## config.mk

```make
export PLATFORM = sky130hd
export DESIGN_NAME = dual_serial_port
export DESIGN_NICKNAME = d
export VERILOG_FILES = /design/src/serial_channel.v /design/src/dual_serial_port.v
export VERILOG_INCLUDE_DIRS = /design/src /design/src/src
export SDC_FILE = /design/constraint.sdc
export NUM_CORES = 1
export LEC_CHECK = 0
export BUFFER_PORTS_ARGS = -buffer_cell sky130_fd_sc_hd__buf_2
export CAP_MARGIN = 20
export CORE_MARGIN = 3
export CORE_UTILIZATION = 35
export DETAILED_ROUTE_END_ITERATION = 10
export RECOVER_POWER = 50
export SLEW_MARGIN = 10
export SYNTH_ARGS = -nofsm -noshare
export SYNTH_HDL_FRONTEND = slang
export SYNTH_SLANG_ARGS = --single-unit
export TNS_END_PERCENT = 100
```

## constraint.sdc

```tcl
create_clock -name clk -period 2 [get_ports clk]
set_input_delay 0.4 -clock clk [delete_from_list [all_inputs] [get_ports clk]]
set_output_delay 0.4 -clock clk [all_outputs]
set_load 0.1 [all_outputs]
```

## src/serial_port_regs.vh

```
`ifndef SERIAL_PORT_REGS_VH
`define SERIAL_PORT_REGS_VH

// Default divider from clk to the 16x oversampling tick
`define SP_BAUD_DIV_DEF 16'h0004
// Last tick index of a bit; a bit spans 16 ticks
`define SP_OVERSAMPLE 4'hf
// Tick index of the bit centre, where the receiver samples
`define SP_MID_TICK 4'h7
// Tick index of the half-bit point, where the transmit line starts the start bit
`define SP_EDGE_TICK 4'h8
// Data bits per character
`define SP_DATA_BITS 4'h8
// Idle and stop level of the line
`define SP_LINE_IDLE 1'b1
// Start bit level
`define SP_START_LVL 1'b0

`endif

```

## src/serial_channel.v

```verilog
`timescale 1ns/1ps
`default_nettype none
`include "serial_port_regs.vh"

module serial_channel #(
   parameter DIV_W = 16
) (
   input wire clk,
   input wire srst,
   input wire [DIV_W-1:0] baud_div,
   input wire tx_enable,
   input wire loopback,
   input wire rx_pin,
   input wire grant_pin,
   input wire [7:0] tx_data,
   input wire tx_valid,
   output reg tx_ready,
   output reg [7:0] rx_data,
   output reg rx_valid,
   output reg frame_err,
   output reg tx_line,
   output reg request_line
);
   localparam TX_IDLE = 2'h0;
   localparam TX_WAIT = 2'h1;
   localparam TX_SHIFT = 2'h2;
   localparam RX_IDLE = 2'h0;
   localparam RX_START = 2'h1;
   localparam RX_DATA = 2'h2;
   localparam RX_STOP = 2'h3;

   reg [DIV_W-1:0] div_cnt_r;
   reg tick_r;
   reg [1:0] tx_state_r;
   reg [3:0] tx_tick_r;
   reg [3:0] tx_bit_r;
   reg [9:0] tx_shift_r;
   reg tx_serial_r;
   reg [1:0] rx_state_r;
   reg [3:0] rx_tick_r;
   reg [3:0] rx_bit_r;
   reg [7:0] rx_shift_r;
   reg rx_in;

   // Serial clock source: rising half at tick 0..7 of a bit, falling half at 8
   always @(posedge clk) begin
      if (srst || div_cnt_r == baud_div) begin
         div_cnt_r <= {DIV_W{1'b0}};
         tick_r <= ~srst;
      end else begin
         div_cnt_r <= div_cnt_r + {{(DIV_W-1){1'b0}}, 1'b1};
         tick_r <= 1'b0;
      end
   end

   // Loopback feeds the receiver from the transmitter, not the pin
   always @* begin
      rx_in = loopback ? tx_serial_r : rx_pin;
   end

   always @(posedge clk) begin
      if (srst) begin
         tx_state_r <= TX_IDLE;
         tx_tick_r <= 4'h0;
         tx_bit_r <= 4'h0;
         tx_shift_r <= {10{`SP_LINE_IDLE}};
         tx_serial_r <= `SP_LINE_IDLE;
         tx_ready <= 1'b0;
         request_line <= 1'b0;
         tx_line <= `SP_LINE_IDLE;
      end else begin
         tx_ready <= 1'b0;
         // Pin stays high when idle, disabled or looped back
         tx_line <= (loopback || !tx_enable) ? `SP_LINE_IDLE : tx_serial_r;
         case (tx_state_r)
            TX_IDLE: begin
               tx_serial_r <= `SP_LINE_IDLE;
               request_line <= 1'b0;
               if (tx_enable && tx_valid) begin
                  // Stop, data LSB first, start
                  tx_shift_r <= {`SP_LINE_IDLE, tx_data, `SP_START_LVL};
                  tx_ready <= 1'b1;
                  request_line <= 1'b1;
                  tx_state_r <= TX_WAIT;
               end
            end
            TX_WAIT: begin
               // Loopback needs no peer, so grant is implied there
               if (!tx_enable) begin
                  tx_state_r <= TX_IDLE;
               end else if ((grant_pin || loopback) && tick_r &&
                            tx_tick_r == `SP_EDGE_TICK) begin
                  tx_serial_r <= tx_shift_r[0];
                  tx_shift_r <= {`SP_LINE_IDLE, tx_shift_r[9:1]};
                  tx_bit_r <= 4'h0;
                  tx_tick_r <= 4'h0;
                  tx_state_r <= TX_SHIFT;
               end else if (tick_r) begin
                  tx_tick_r <= tx_tick_r + 4'h1;
               end
            end
            TX_SHIFT: begin
               if (!tx_enable) begin
                  tx_state_r <= TX_IDLE;
               end else if (tick_r) begin
                  tx_tick_r <= tx_tick_r + 4'h1;
                  if (tx_tick_r == `SP_OVERSAMPLE) begin
                     if (tx_bit_r == `SP_DATA_BITS + 4'h1) begin
                        tx_state_r <= TX_IDLE;
                     end else begin
                        // Change only on the falling phase of the bit clock
                        tx_serial_r <= tx_shift_r[0];
                        tx_shift_r <= {`SP_LINE_IDLE, tx_shift_r[9:1]};
                        tx_bit_r <= tx_bit_r + 4'h1;
                     end
                  end
               end
            end
            default: tx_state_r <= TX_IDLE;
         endcase
      end
   end

   always @(posedge clk) begin
      if (srst) begin
         rx_state_r <= RX_IDLE;
         rx_tick_r <= 4'h0;
         rx_bit_r <= 4'h0;
         rx_shift_r <= 8'h00;
         rx_data <= 8'h00;
         rx_valid <= 1'b0;
         frame_err <= 1'b0;
      end else begin
         rx_valid <= 1'b0;
         frame_err <= 1'b0;
         case (rx_state_r)
            RX_IDLE: begin
               rx_tick_r <= 4'h0;
               if (rx_in == `SP_START_LVL) begin
                  rx_state_r <= RX_START;
               end
            end
            RX_START: begin
               if (tick_r) begin
                  rx_tick_r <= rx_tick_r + 4'h1;
                  // Sample at bit centre, on the rising phase
                  if (rx_tick_r == `SP_MID_TICK) begin
                     if (rx_in == `SP_START_LVL) begin
                        rx_bit_r <= 4'h0;
                        rx_tick_r <= 4'h0;
                        rx_state_r <= RX_DATA;
                     end else begin
                        rx_state_r <= RX_IDLE;
                     end
                  end
               end
            end
            RX_DATA: begin
               if (tick_r) begin
                  rx_tick_r <= rx_tick_r + 4'h1;
                  if (rx_tick_r == `SP_OVERSAMPLE) begin
                     rx_shift_r <= {rx_in, rx_shift_r[7:1]};
                     rx_bit_r <= rx_bit_r + 4'h1;
                     if (rx_bit_r == `SP_DATA_BITS - 4'h1) begin
                        rx_state_r <= RX_STOP;
                     end
                  end
               end
            end
            RX_STOP: begin
               if (tick_r) begin
                  rx_tick_r <= rx_tick_r + 4'h1;
                  if (rx_tick_r == `SP_OVERSAMPLE) begin
                     rx_data <= rx_shift_r;
                     rx_valid <= (rx_in == `SP_LINE_IDLE);
                     frame_err <= (rx_in != `SP_LINE_IDLE);
                     rx_state_r <= RX_IDLE;
                  end
               end
            end
            default: rx_state_r <= RX_IDLE;
         endcase
      end
   end
endmodule // serial_channel

`default_nettype wire

```

## src/dual_serial_port.v

```verilog
`timescale 1ns/1ps
`default_nettype none
`include "serial_port_regs.vh"

// What this block does
// Two independent channels, own rx and tx
// Receiver samples rising phase, LSB first
// Transmitter shifts falling phase, LSB first
// Idle or disabled transmit line is high
// Loopback holds the transmit pin high
// Raise send request, then await grant
// Transmission starts only after peer grant; in loopback the channel starts without one
// Pins selected as general purpose lose serial
// Low start bit, high stop bit framing
module dual_serial_port #(
   parameter DIV_W = 16,
   parameter [DIV_W-1:0] BAUD_DIV = `SP_BAUD_DIV_DEF
) (
   input wire clk,
   input wire srst,
   input wire [1:0] tx_enable,
   input wire [1:0] loopback,
   input wire [3:0] pin_select_a,
   input wire [3:0] pin_select_b,
   input wire [3:0] gp_out,
   input wire serial_rx_pin_a,
   input wire serial_rx_pin_b,
   input wire send_grant_pin_a,
   input wire send_grant_pin_b,
   input wire [7:0] tx_data_a,
   input wire tx_valid_a,
   input wire [7:0] tx_data_b,
   input wire tx_valid_b,
   output reg tx_ready_a,
   output reg tx_ready_b,
   output reg [7:0] rx_data_a,
   output reg rx_valid_a,
   output reg frame_err_a,
   output reg [7:0] rx_data_b,
   output reg rx_valid_b,
   output reg frame_err_b,
   output reg serial_tx_pin_a,
   output reg serial_tx_pin_b,
   output reg send_request_pin_a,
   output reg send_request_pin_b,
   output reg [3:0] gp_in
);
   // pin_select bits: 0 rx, 1 tx, 2 request, 3 grant; 1 means general purpose
   wire [7:0] rxd_a;
   wire [7:0] rxd_b;
   wire [1:0] rxv;
   wire [1:0] ferr;
   wire [1:0] txl;
   wire [1:0] rql;
   wire [1:0] txr;

   // A pin taken for general purpose reads idle to the serial logic
   function idle_if;
      input sel;
      input pin;
      input idle;
      begin
         idle_if = sel ? idle : pin;
      end
   endfunction

   serial_channel #(.DIV_W(DIV_W)) u_ch_a (
      .clk(clk),
      .srst(srst),
      .baud_div(BAUD_DIV),
      .tx_enable(tx_enable[0] & ~pin_select_a[1]),
      .loopback(loopback[0]),
      .rx_pin(idle_if(pin_select_a[0], serial_rx_pin_a, `SP_LINE_IDLE)),
      .grant_pin(idle_if(pin_select_a[3], send_grant_pin_a, 1'b0)),
      .tx_data(tx_data_a),
      .tx_valid(tx_valid_a),
      .tx_ready(txr[0]),
      .rx_data(rxd_a),
      .rx_valid(rxv[0]),
      .frame_err(ferr[0]),
      .tx_line(txl[0]),
      .request_line(rql[0])
   );

   serial_channel #(.DIV_W(DIV_W)) u_ch_b (
      .clk(clk),
      .srst(srst),
      .baud_div(BAUD_DIV),
      .tx_enable(tx_enable[1] & ~pin_select_b[1]),
      .loopback(loopback[1]),
      .rx_pin(idle_if(pin_select_b[0], serial_rx_pin_b, `SP_LINE_IDLE)),
      .grant_pin(idle_if(pin_select_b[3], send_grant_pin_b, 1'b0)),
      .tx_data(tx_data_b),
      .tx_valid(tx_valid_b),
      .tx_ready(txr[1]),
      .rx_data(rxd_b),
      .rx_valid(rxv[1]),
      .frame_err(ferr[1]),
      .tx_line(txl[1]),
      .request_line(rql[1])
   );

   // Outputs re-registered; the one-cycle lag is the price of flop-driven pins
   always @(posedge clk) begin
      if (srst) begin
         tx_ready_a <= 1'b0;
         tx_ready_b <= 1'b0;
         rx_data_a <= 8'h00;
         rx_valid_a <= 1'b0;
         frame_err_a <= 1'b0;
         rx_data_b <= 8'h00;
         rx_valid_b <= 1'b0;
         frame_err_b <= 1'b0;
         serial_tx_pin_a <= `SP_LINE_IDLE;
         serial_tx_pin_b <= `SP_LINE_IDLE;
         send_request_pin_a <= 1'b0;
         send_request_pin_b <= 1'b0;
         gp_in <= 4'h0;
      end else begin
         tx_ready_a <= txr[0];
         tx_ready_b <= txr[1];
         rx_data_a <= rxd_a;
         rx_valid_a <= rxv[0];
         frame_err_a <= ferr[0];
         rx_data_b <= rxd_b;
         rx_valid_b <= rxv[1];
         frame_err_b <= ferr[1];
         serial_tx_pin_a <= pin_select_a[1] ? gp_out[0] : txl[0];
         serial_tx_pin_b <= pin_select_b[1] ? gp_out[1] : txl[1];
         send_request_pin_a <= pin_select_a[2] ? gp_out[2] : rql[0];
         send_request_pin_b <= pin_select_b[2] ? gp_out[3] : rql[1];
         gp_in <= {send_grant_pin_b, send_grant_pin_a, serial_rx_pin_b, serial_rx_pin_a};
      end
   end
endmodule // dual_serial_port

`default_nettype wire

```

Yosys cells after proc, flatten, opt, wreduce, memory -nomap -nowiden
Cells that the tools add are included.
Storage, ports and cells
  word-level logic and storage cells: 314
  bits of input ports: 40
  register bits: 168
Cells by class
  muxes and demuxes: 124
  equality and inequality tests: 66
  bitwise gates (word level): 15
  reductions and logical operators: 52
  $add $sub $neg: 10
Operators by type and width (number)
  $mux W4: 38
  $mux W10: 14
  $mux W2: 32
  $pmux W10 S3: 2
  $ne A2 B1 Y1 const B: 28
  $pmux W4 S2: 6
  $add A16 B1 Y16 const B: 2
  $add A4 B1 Y4 const B: 8
  $eq A16 B3 Y1 const B: 2
  $eq A4 B4 Y1 const B: 8
  $reduce_and A8 Y1: 4
  $reduce_and A7 Y1: 4
  $mux W1: 24
  $ne A3 B3 Y1 const B: 8
  $pmux W4 S3: 2
  $reduce_and A3 Y1: 6
  $eq A4 B3 Y1 const B: 4
  $pmux W2 S4: 2
  $not A1 Y1: 13
  $eq A2 B2 Y1 const B: 6
  $ne A2 B2 Y1 const B: 6
  $pmux W2 S3: 2
  $reduce_and A6 Y1: 2
  $reduce_or A2 Y1: 6
  other kinds (12): 38

Logic depth before layout (Yosys ltp)
Gate-level depths: netlist of run 1.
  word-level depth: 7
  gate-level depth with buffers: 9
  depth with buffers taken out: 7

Modules after synthesis
A second synthesis of run 1 with hierarchy kept.
Second synthesis, totals
  cells, all modules: 799
  area total of the unflattened synthesis: 7529.7 sq um
By module, submodules not included
  serial_channel (u_ch_b): instances 1, area an instance 3337.0 sq um, cells each 367, sequential area each 1361.3 sq um
  serial_channel (u_ch_a): instances 1, area an instance 3304.4 sq um, cells each 357, sequential area each 1361.3 sq um
  dual_serial_port: instances 1, area an instance 888.4 sq um, cells each 75, sequential area each 600.6 sq um

Least setup slack after synthesis of run 1
Ideal clock, no wire load.
  kind: flip-flop to flip-flop
  from: reg u_ch_a.tx_state_r[0]
  to: reg u_ch_a.tx_shift_r[1]
  library setup time: 0.134 ns
  cell stages (with the launch flop): 8
  setup slack: 0.040 ns
  data required time: 1.866 ns
  data arrival time: 1.826 ns
  cell sequence: dfxtp_1 -> inv_1 -> ha_1 -> or2_2 -> a21oi_1 -> nand4_2 -> a2111oi_0 -> a21oi_1
Between the ends
  word-level cells in the longest chain between the ends: 3
RTL lines
  start: declaration: RTL line serial_channel.v:34  | reg [1:0] tx_state_r;
  start signal: assignment: RTL line serial_channel.v:63  | tx_state_r <= TX_IDLE;
  start signal: assignment: RTL line serial_channel.v:84  | tx_state_r <= TX_WAIT;
  start signal: assignment: RTL line serial_channel.v:90  | tx_state_r <= TX_IDLE;
  $eq A2 B2 Y1 (tied with other cells): RTL line serial_channel.v:75  | case (tx_state_r)
  $ne A2 B1 Y1 (no line) (tied with other cells)
  $reduce_and A8 Y1 (no line)
  end signal: assignment: RTL line serial_channel.v:66  | tx_shift_r <= {10{`SP_LINE_IDLE}};
  end signal: assignment: RTL line serial_channel.v:81  | tx_shift_r <= {`SP_LINE_IDLE, tx_data, `SP_START_LVL};
  end signal: assignment: RTL line serial_channel.v:94  | tx_shift_r <= {`SP_LINE_IDLE, tx_shift_r[9:1]};
  end: declaration: RTL line serial_channel.v:37  | reg [9:0] tx_shift_r;
Several ways; a longest one is shown, not always the timed one.
A chain may end at the register's enable or synchronous reset.

Worst setup path in the final report of run 1
  from: reg u_ch_a.tx_state_r[0]
  to: reg u_ch_a.tx_shift_r[8]
The elaborated chain is that of the path after synthesis.

==> reports/results.txt, run 1 <==
DIE WIDTH = 148 um
delay of the slowest critical-path stage = 360 ps
Synth Flop Type = dfxtp_1
Core Region = 19600 um^2
Req. time, crit path = 2300 ps
H-tree lvl count = 4
arrival time worst endpoint = 2180 ps
P_sw = 1.90 mW
CTS Sinks = 166
mapped cell area = 7040 um^2
Comb power frac = 0.097
Crit-path slowest cell = dfxtp_1
dpl cells = 1114
Slew Viols, Final = 0
top-count cell post-synth = dfxtp_1
startpoint types = flip-flop
post-DR vias/cell = 4.86
Int Pwr = 5.80 mW
Max VDD drop = 0.560 mV
Area after DPL = 7840 um^2
worst-path maximum fanout = 13
average size of a mapped cell = 9.02 um^2
number of global-route vias before repair = 5180
synth top area cells = dfxtp_1, nor2_1, mux2i_1
Sw Share = 0.246
EDFF count, synth = 0
Die ar. = 21800 um^2
Yosys cell types = 63
WL final = 14.0 mm
synthesized instance count = 780
top cells by count, synth = dfxtp_1, nor2_1, nand2_1
first-pass GRT wire length = 24.2 mm
Max Freq = 0.533 GHz
Finished Layout Cells = 1146
pin count of the biggest net entering global routing = 58
Final Wtd Congestion = 0.775
Leak = 3.34 nW
crit share post-route = 0.938
number of CTS-inserted buffers = 17
Seq/Total Area, Yosys = 0.472
MaxCap Viol Count = 0
normalized max-slew margin = 0.515
num rows = 51
grt total ovfl = 0
Post-DP HPWL = 9.54 mm
Worst-Margin Slew = 728 ps
drc violations = 0
input/output buffers = 69
hold slack = 199 ps
RSZ-0062 raised after global routing = yes
Flop pwr share = 0.450
Pre-Repair DR Iteration Count = 4
asr flop ratio synth = 0
YS warnings = 0
Worst Hold Class = in2reg
syn nets = 845
CTS Root Cell = clkbuf_16
status = finished clean
layout cells sized above 1 = 0.191
Post-Route Utilization = 0.436
DRT iter0 DRCs = 218
post-layout min period = 1880 ps
ANT nets after route = 0
critical path capture point type = flip-flop
design area = 8540 um^2
number of top-level pins = 70
Via Count = 5566
antenna diode count = 0
clock share of power = 0.453
endpoints failing hold = 0
cell class contributing the biggest share of worst-path delay = simple AND/OR/NAND/NOR gates
# setup viols final = 0
postcts setup bufs = 0
chip height = 148 um
Wirelength per Cell = 12.2 um
Worst-path clk slew = 60 ps
FF+latch count, synth = 166
Clk Latency, worst-skew pair = 420 ps
Total Routing Usage GR = 0.133
clk buf depth = 2
Setup Crit Path Kind = reg2reg
Area growth, synth to finish = 21.4%
initial antenna violation count = 0
Starting Density = 0.359
CP Buf/Inv Count = 3
Yosys top cell by area = dfxtp_1
Nets = 933
top cell type's share of synthesized area = 0.472
power per standard cell area = 901 nW/um^2
clk_skew = 7.60 ps
worst path cell trace = inv_1 > ha_1 > or2_2 > a21oi_2 > nand4_2 > buf_6 > buf_4 > nor4_1 > a21oi_1
number of fill cells = 1930
CTS tree = built
-- flip-flops by register name, indices dropped and copies added, names as in the netlist, 9 cells and up, named ones only --
signal / flops
u_ch_a.div_cnt_r: 16
u_ch_a.tx_shift_r: 9
u_ch_b.div_cnt_r: 16
u_ch_b.tx_shift_r: 9
-- power by group through the flow --
stage / Clock, mW / Sequential (mW) / Combinational [mW]
after CTS: 3.59 / 3.45 / 0.710
after detailed placement: 0 / 3.53 / 0.699
final: 3.49 / 3.46 / 0.748
after global routing: 3.74 / 3.47 / 0.829
after floorplan: 0 / 3.57 / 0.402
after global placement: 0 / 3.52 / 0.689
-- worst paths after layout --
kind                        start  slack [ps]              endpoint  depth (start not counted)
min reg2reg      u_ch_b.frame_err         440           frame_err_b                          1
max          u_ch_a.tx_state_r[0]         120  u_ch_a.tx_shift_r[8]                          9
min                     gp_out[0]         200       serial_tx_pin_a                          3
max reg2reg  u_ch_a.tx_state_r[0]         120  u_ch_a.tx_shift_r[8]                          9
-- tightest hold or removal path: stages --
cell	delay, ps
buf_2	70
mux2i_1	60
nand2_1	60
-- kinds of logic (layout without fill, tap and decap cells) --
family / count (synthesis) / after routing / share of synthesized area
flops: 166 / 166 / 0.472
fa+ha+maj: 25 / 25 / 0.0444
mux: 33 / 33 / 0.0469
xor+xnor: 37 / 37 / 0.0460
buf+inv: 61 / 162 / 0.0386
simple gates: 336 / 336 / 0.233
compound gates: 122 / 122 / 0.119
-- per-layer routing --
layer  track usage  part of all wire  vias up
li1              -                 -     2868
met1         0.168              0.48     2610
met2         0.222              0.47       79
met3        0.0356             0.034        9
met4        0.0405             0.011        0
met5             0                 0        -
-- metrics by stage --
| step | setup slack, ps | power [mW] | setup TNS (ps) |
|---|---|---|---|
| 5_1_grt | -13.0 | 8.04 | -26.2 |
| 2_1_floorplan | 40.0 | 3.97 | 0 |
| 4_1_cts | 18.5 | 7.75 | 0 |
| 6_report | 124 | 7.70 | 0 |
| 3_5_place_dp | -87.8 | 4.22 | -421 |
| 3_3_place_gp | 11.9 | 4.21 | 0 |
-- cell usage in the layout (no fill, tap or decap), types with 11 or more instances in the layout --
cell type,instances
nor2b_1,37
xnor2_1,19
buf_2,38
and3_1,11
dfxtp_1,163
ha_1,25
clkbuf_16,17
clkbuf_2,32
inv_1,24
xor2_1,18
nand3_1,24
o21ai_0,15
nor2_1,101
nor3_1,19
a21oi_1,47
nand2_1,81
buf_4,30
nand4_1,19
mux2i_1,33
-- cell type report --
type | count | area, um^2 | share of cell area
multi-input cells | 553 | 3530 | 0.413
well taps | 265 | 332 | 0.0388
clock buffers | 17 | 425 | 0.0498
flip-flops and latches | 166 | 3330 | 0.389
clock inverters | 15 | 201 | 0.0236
repair buffers | 106 | 638 | 0.0747
inverters | 24 | 90.1 | 0.0105
-- repair_timing --
action / CTS / global route
pin swaps: 0 / 1
gates resized for setup: 6 / 18
setup endpoints to repair: 7 / 23
hold buffers: 0 / 0
Power figures use the tool's default switching activity.
==> run 2: changes to the inputs <==
- CELL_PAD_IN_SITES_DETAIL_PLACEMENT: default -> 0
- CELL_PAD_IN_SITES_GLOBAL_PLACEMENT: default -> 2
- PLACE_DENSITY_LB_ADDON: default -> 0.1
- clock period: 2 -> 2.2 ns (I/O delays scaled with it)
==> run 2 against run 1 <==
Compared with the run above: sequential cell count unchanged; hold slack better by 44 ps; register-to-register slack worse by 40 ps; clock-buffer cell count unchanged; final cell count down 1.2%; critical path type unchanged; core utilization down 1.1 points; clock power down 12%; largest power group is now registers; final area down 2.6%.
==> reports/results.txt, run 2 (synthesis gave the netlist of run 1 again) <==
MaxCap Viol Count = 0 (unchanged)
number of CTS-inserted buffers = 17 (unchanged)
drc violations = 0 (unchanged)
Max Freq = 0.473 GHz (was 0.533 GHz)
antenna diode count = 0 (unchanged)
Die ar. = 21800 um^2 (unchanged)
RSZ-0062 raised after global routing = yes (unchanged)
clk_skew = 11.0 ps (was 7.60 ps)
Post-DP HPWL = 10.4 mm (was 9.54 mm)
Pre-Repair DR Iteration Count = 4 (unchanged)
Wirelength per Cell = 13.1 um (was 12.2 um)
layout cells sized above 1 = 0.160 (was 0.191)
Final Wtd Congestion = 0.791 (was 0.775)
pre-CTS setup slack = 97.6 ps (was -87.8 ps)
H-tree lvl count = 4 (unchanged)
WL final = 14.8 mm (was 14.0 mm)
initial antenna violation count = 0 (unchanged)
Leak = 3.24 nW (was 3.34 nW)
Worst-path clk slew = 70 ps (was 60 ps)
Largest regs = u_ch_a.div_cnt_r: 16 flops, u_ch_b.div_cnt_r: 16 flops (unchanged)
grt total ovfl = 0 (unchanged)
CTS Sinks = 166 (unchanged)
chip height = 148 um (unchanged)
highest routed layer = met4 (unchanged)
status = finished clean (unchanged)
commonest non-fill, non-tap cell in the layout = dfxtp_1 (unchanged)
num rows = 51 (unchanged)
clk buf depth = 2 (unchanged)
post-DR vias/cell = 4.82 (was 4.86)
Worst Hold Class = in2reg (unchanged)
critical path capture point type = flip-flop (unchanged)
Core Region = 19600 um^2 (unchanged)
wire length on met2 = 7.08 mm (was 6.61 mm)
DRT iter0 DRCs = 234 (was 218)
Clk Latency, worst-skew pair = 420 ps (about the same)
Max VDD drop = 0.487 mV (was 0.560 mV)
CTS Root Cell = clkbuf_16 (unchanged)
endpoints failing hold = 0 (unchanged)
hold_buf cts = 0 (unchanged)
Nets = 919 (was 933)
number of global-route vias before repair = 5263 (was 5180)
Req. time, crit path = 2500 ps (was 2300 ps)
Worst-Margin Slew = 866 ps (was 728 ps)
arrival time worst endpoint = 2410 ps (was 2180 ps)
startpoint types = flip-flop (unchanged)
Starting Density = 0.359 (unchanged)
CTS tree = built (unchanged)
post-layout min period = 2110 ps (was 1880 ps)
Final WS setup = 86.2 ps (was 124 ps)
worst-path maximum fanout = 18 (was 13)
Total Routing Usage GR = 0.139 (was 0.133)
power per standard cell area = 816 nW/um^2 (was 901 nW/um^2)
met3 WL post-DR = 474 um (was 470 um)
postcts setup bufs = 0 (unchanged)
first-pass GRT wire length = 25.1 mm (was 24.2 mm)
ANT nets after route = 0 (unchanged)
Via Count = 5459 (was 5566)
Setup Crit Path Kind = reg2reg (unchanged)
Post-Route Utilization = 0.425 (was 0.436)
normalized max-slew margin = 0.423 (was 0.515)
Slew Viols, Final = 0 (unchanged)
input/output buffers = 69 (unchanged)
pin count of the biggest net entering global routing = 65 (was 58)
number of top-level pins = 70 (unchanged)
crit share post-route = 0.961 (was 0.938)
DIE WIDTH = 148 um (unchanged)
# setup viols final = 0 (unchanged)
Post-CTS Resized = 0 (was 6)
M1 WL = 7.09 mm (was 6.79 mm)
Area growth, synth to finish = 18.2% (was 21.4%)
most frequent cells in the layout = dfxtp_1, nor2_1, nand2_1, a21oi_1, buf_2 (unchanged)
==> run 2: cell types whose count changed in the layout (fill, tap and decap cells not counted), sizes merged <==
cell      change
buf          -13
clkinvlp      -1
clkinv        -2
bufinv        -2
inv           +5
clkbuf        -1
==> run 2: area by class of cell <==
type	count	area, um^2
repair buffers	92	509
clock buffers	17	425
fillers	1983	11300
well taps	265	332
inverters	24	90.1
clock inverters	15	186
multi-input cells	553	3450
flip-flops and latches	166	3320
==> run 2: where the power goes <==
| group | total [mW] | internal [mW] | switching [mW] |
|---|---|---|---|
| registers | 3.14 | 3.08 | 0.0549 |
| clock network | 3.07 | 1.73 | 1.34 |
| logic | 0.580 | 0.217 | 0.363 |
| total | 6.79 | 5.03 | 1.76 |
==> run 2: final timing paths <==
check / from / to / slack, ps / cells past startpoint
setup reg to reg: u_ch_a.tx_state_r[0] / u_ch_a.tx_shift_r[2] / 90 / 8
hold reg to reg: u_ch_b.rx_valid / rx_valid_b / 440 / 1
setup / recovery: u_ch_a.tx_state_r[0] / u_ch_a.tx_shift_r[2] / 90 / 8
hold / removal: gp_out[0] / serial_tx_pin_a / 240 / 3
==> run 2: critical path, stage by stage (launching register included) <==
cell       delay [ps]
dfxtp_1           400
inv_1             100
ha_1              210
or2_2             280
a21oi_1           230
nand4_2           120
buf_4             220
a2111oi_0         370
a21oi_1            70
==> run 2: metrics by stage <==
stage / hold WS (ps) / TNS, ps / area, um^2 / total power, mW / cells
finish: 243 / 0 / 8320 / 6.79 / 1132
global route: 230 / -270 / 8320 / 7.10 / 1132
CTS: 223 / 0 / 8330 / 6.90 / 1132
detailed placement: 428 / 0 / 7720 / 3.79 / 1100
global placement: 417 / 0 / 7720 / 3.78 / 1100
floorplan: 414 / 0 / 7040 / 3.61 / 780
==> run 2: routing by layer <==
metal	up-vias	track usage
met2	71	0.236
met5	-	0
met3	10	0.0346
met1	2545	0.177
li1	2833	-
met4	0	0.0349
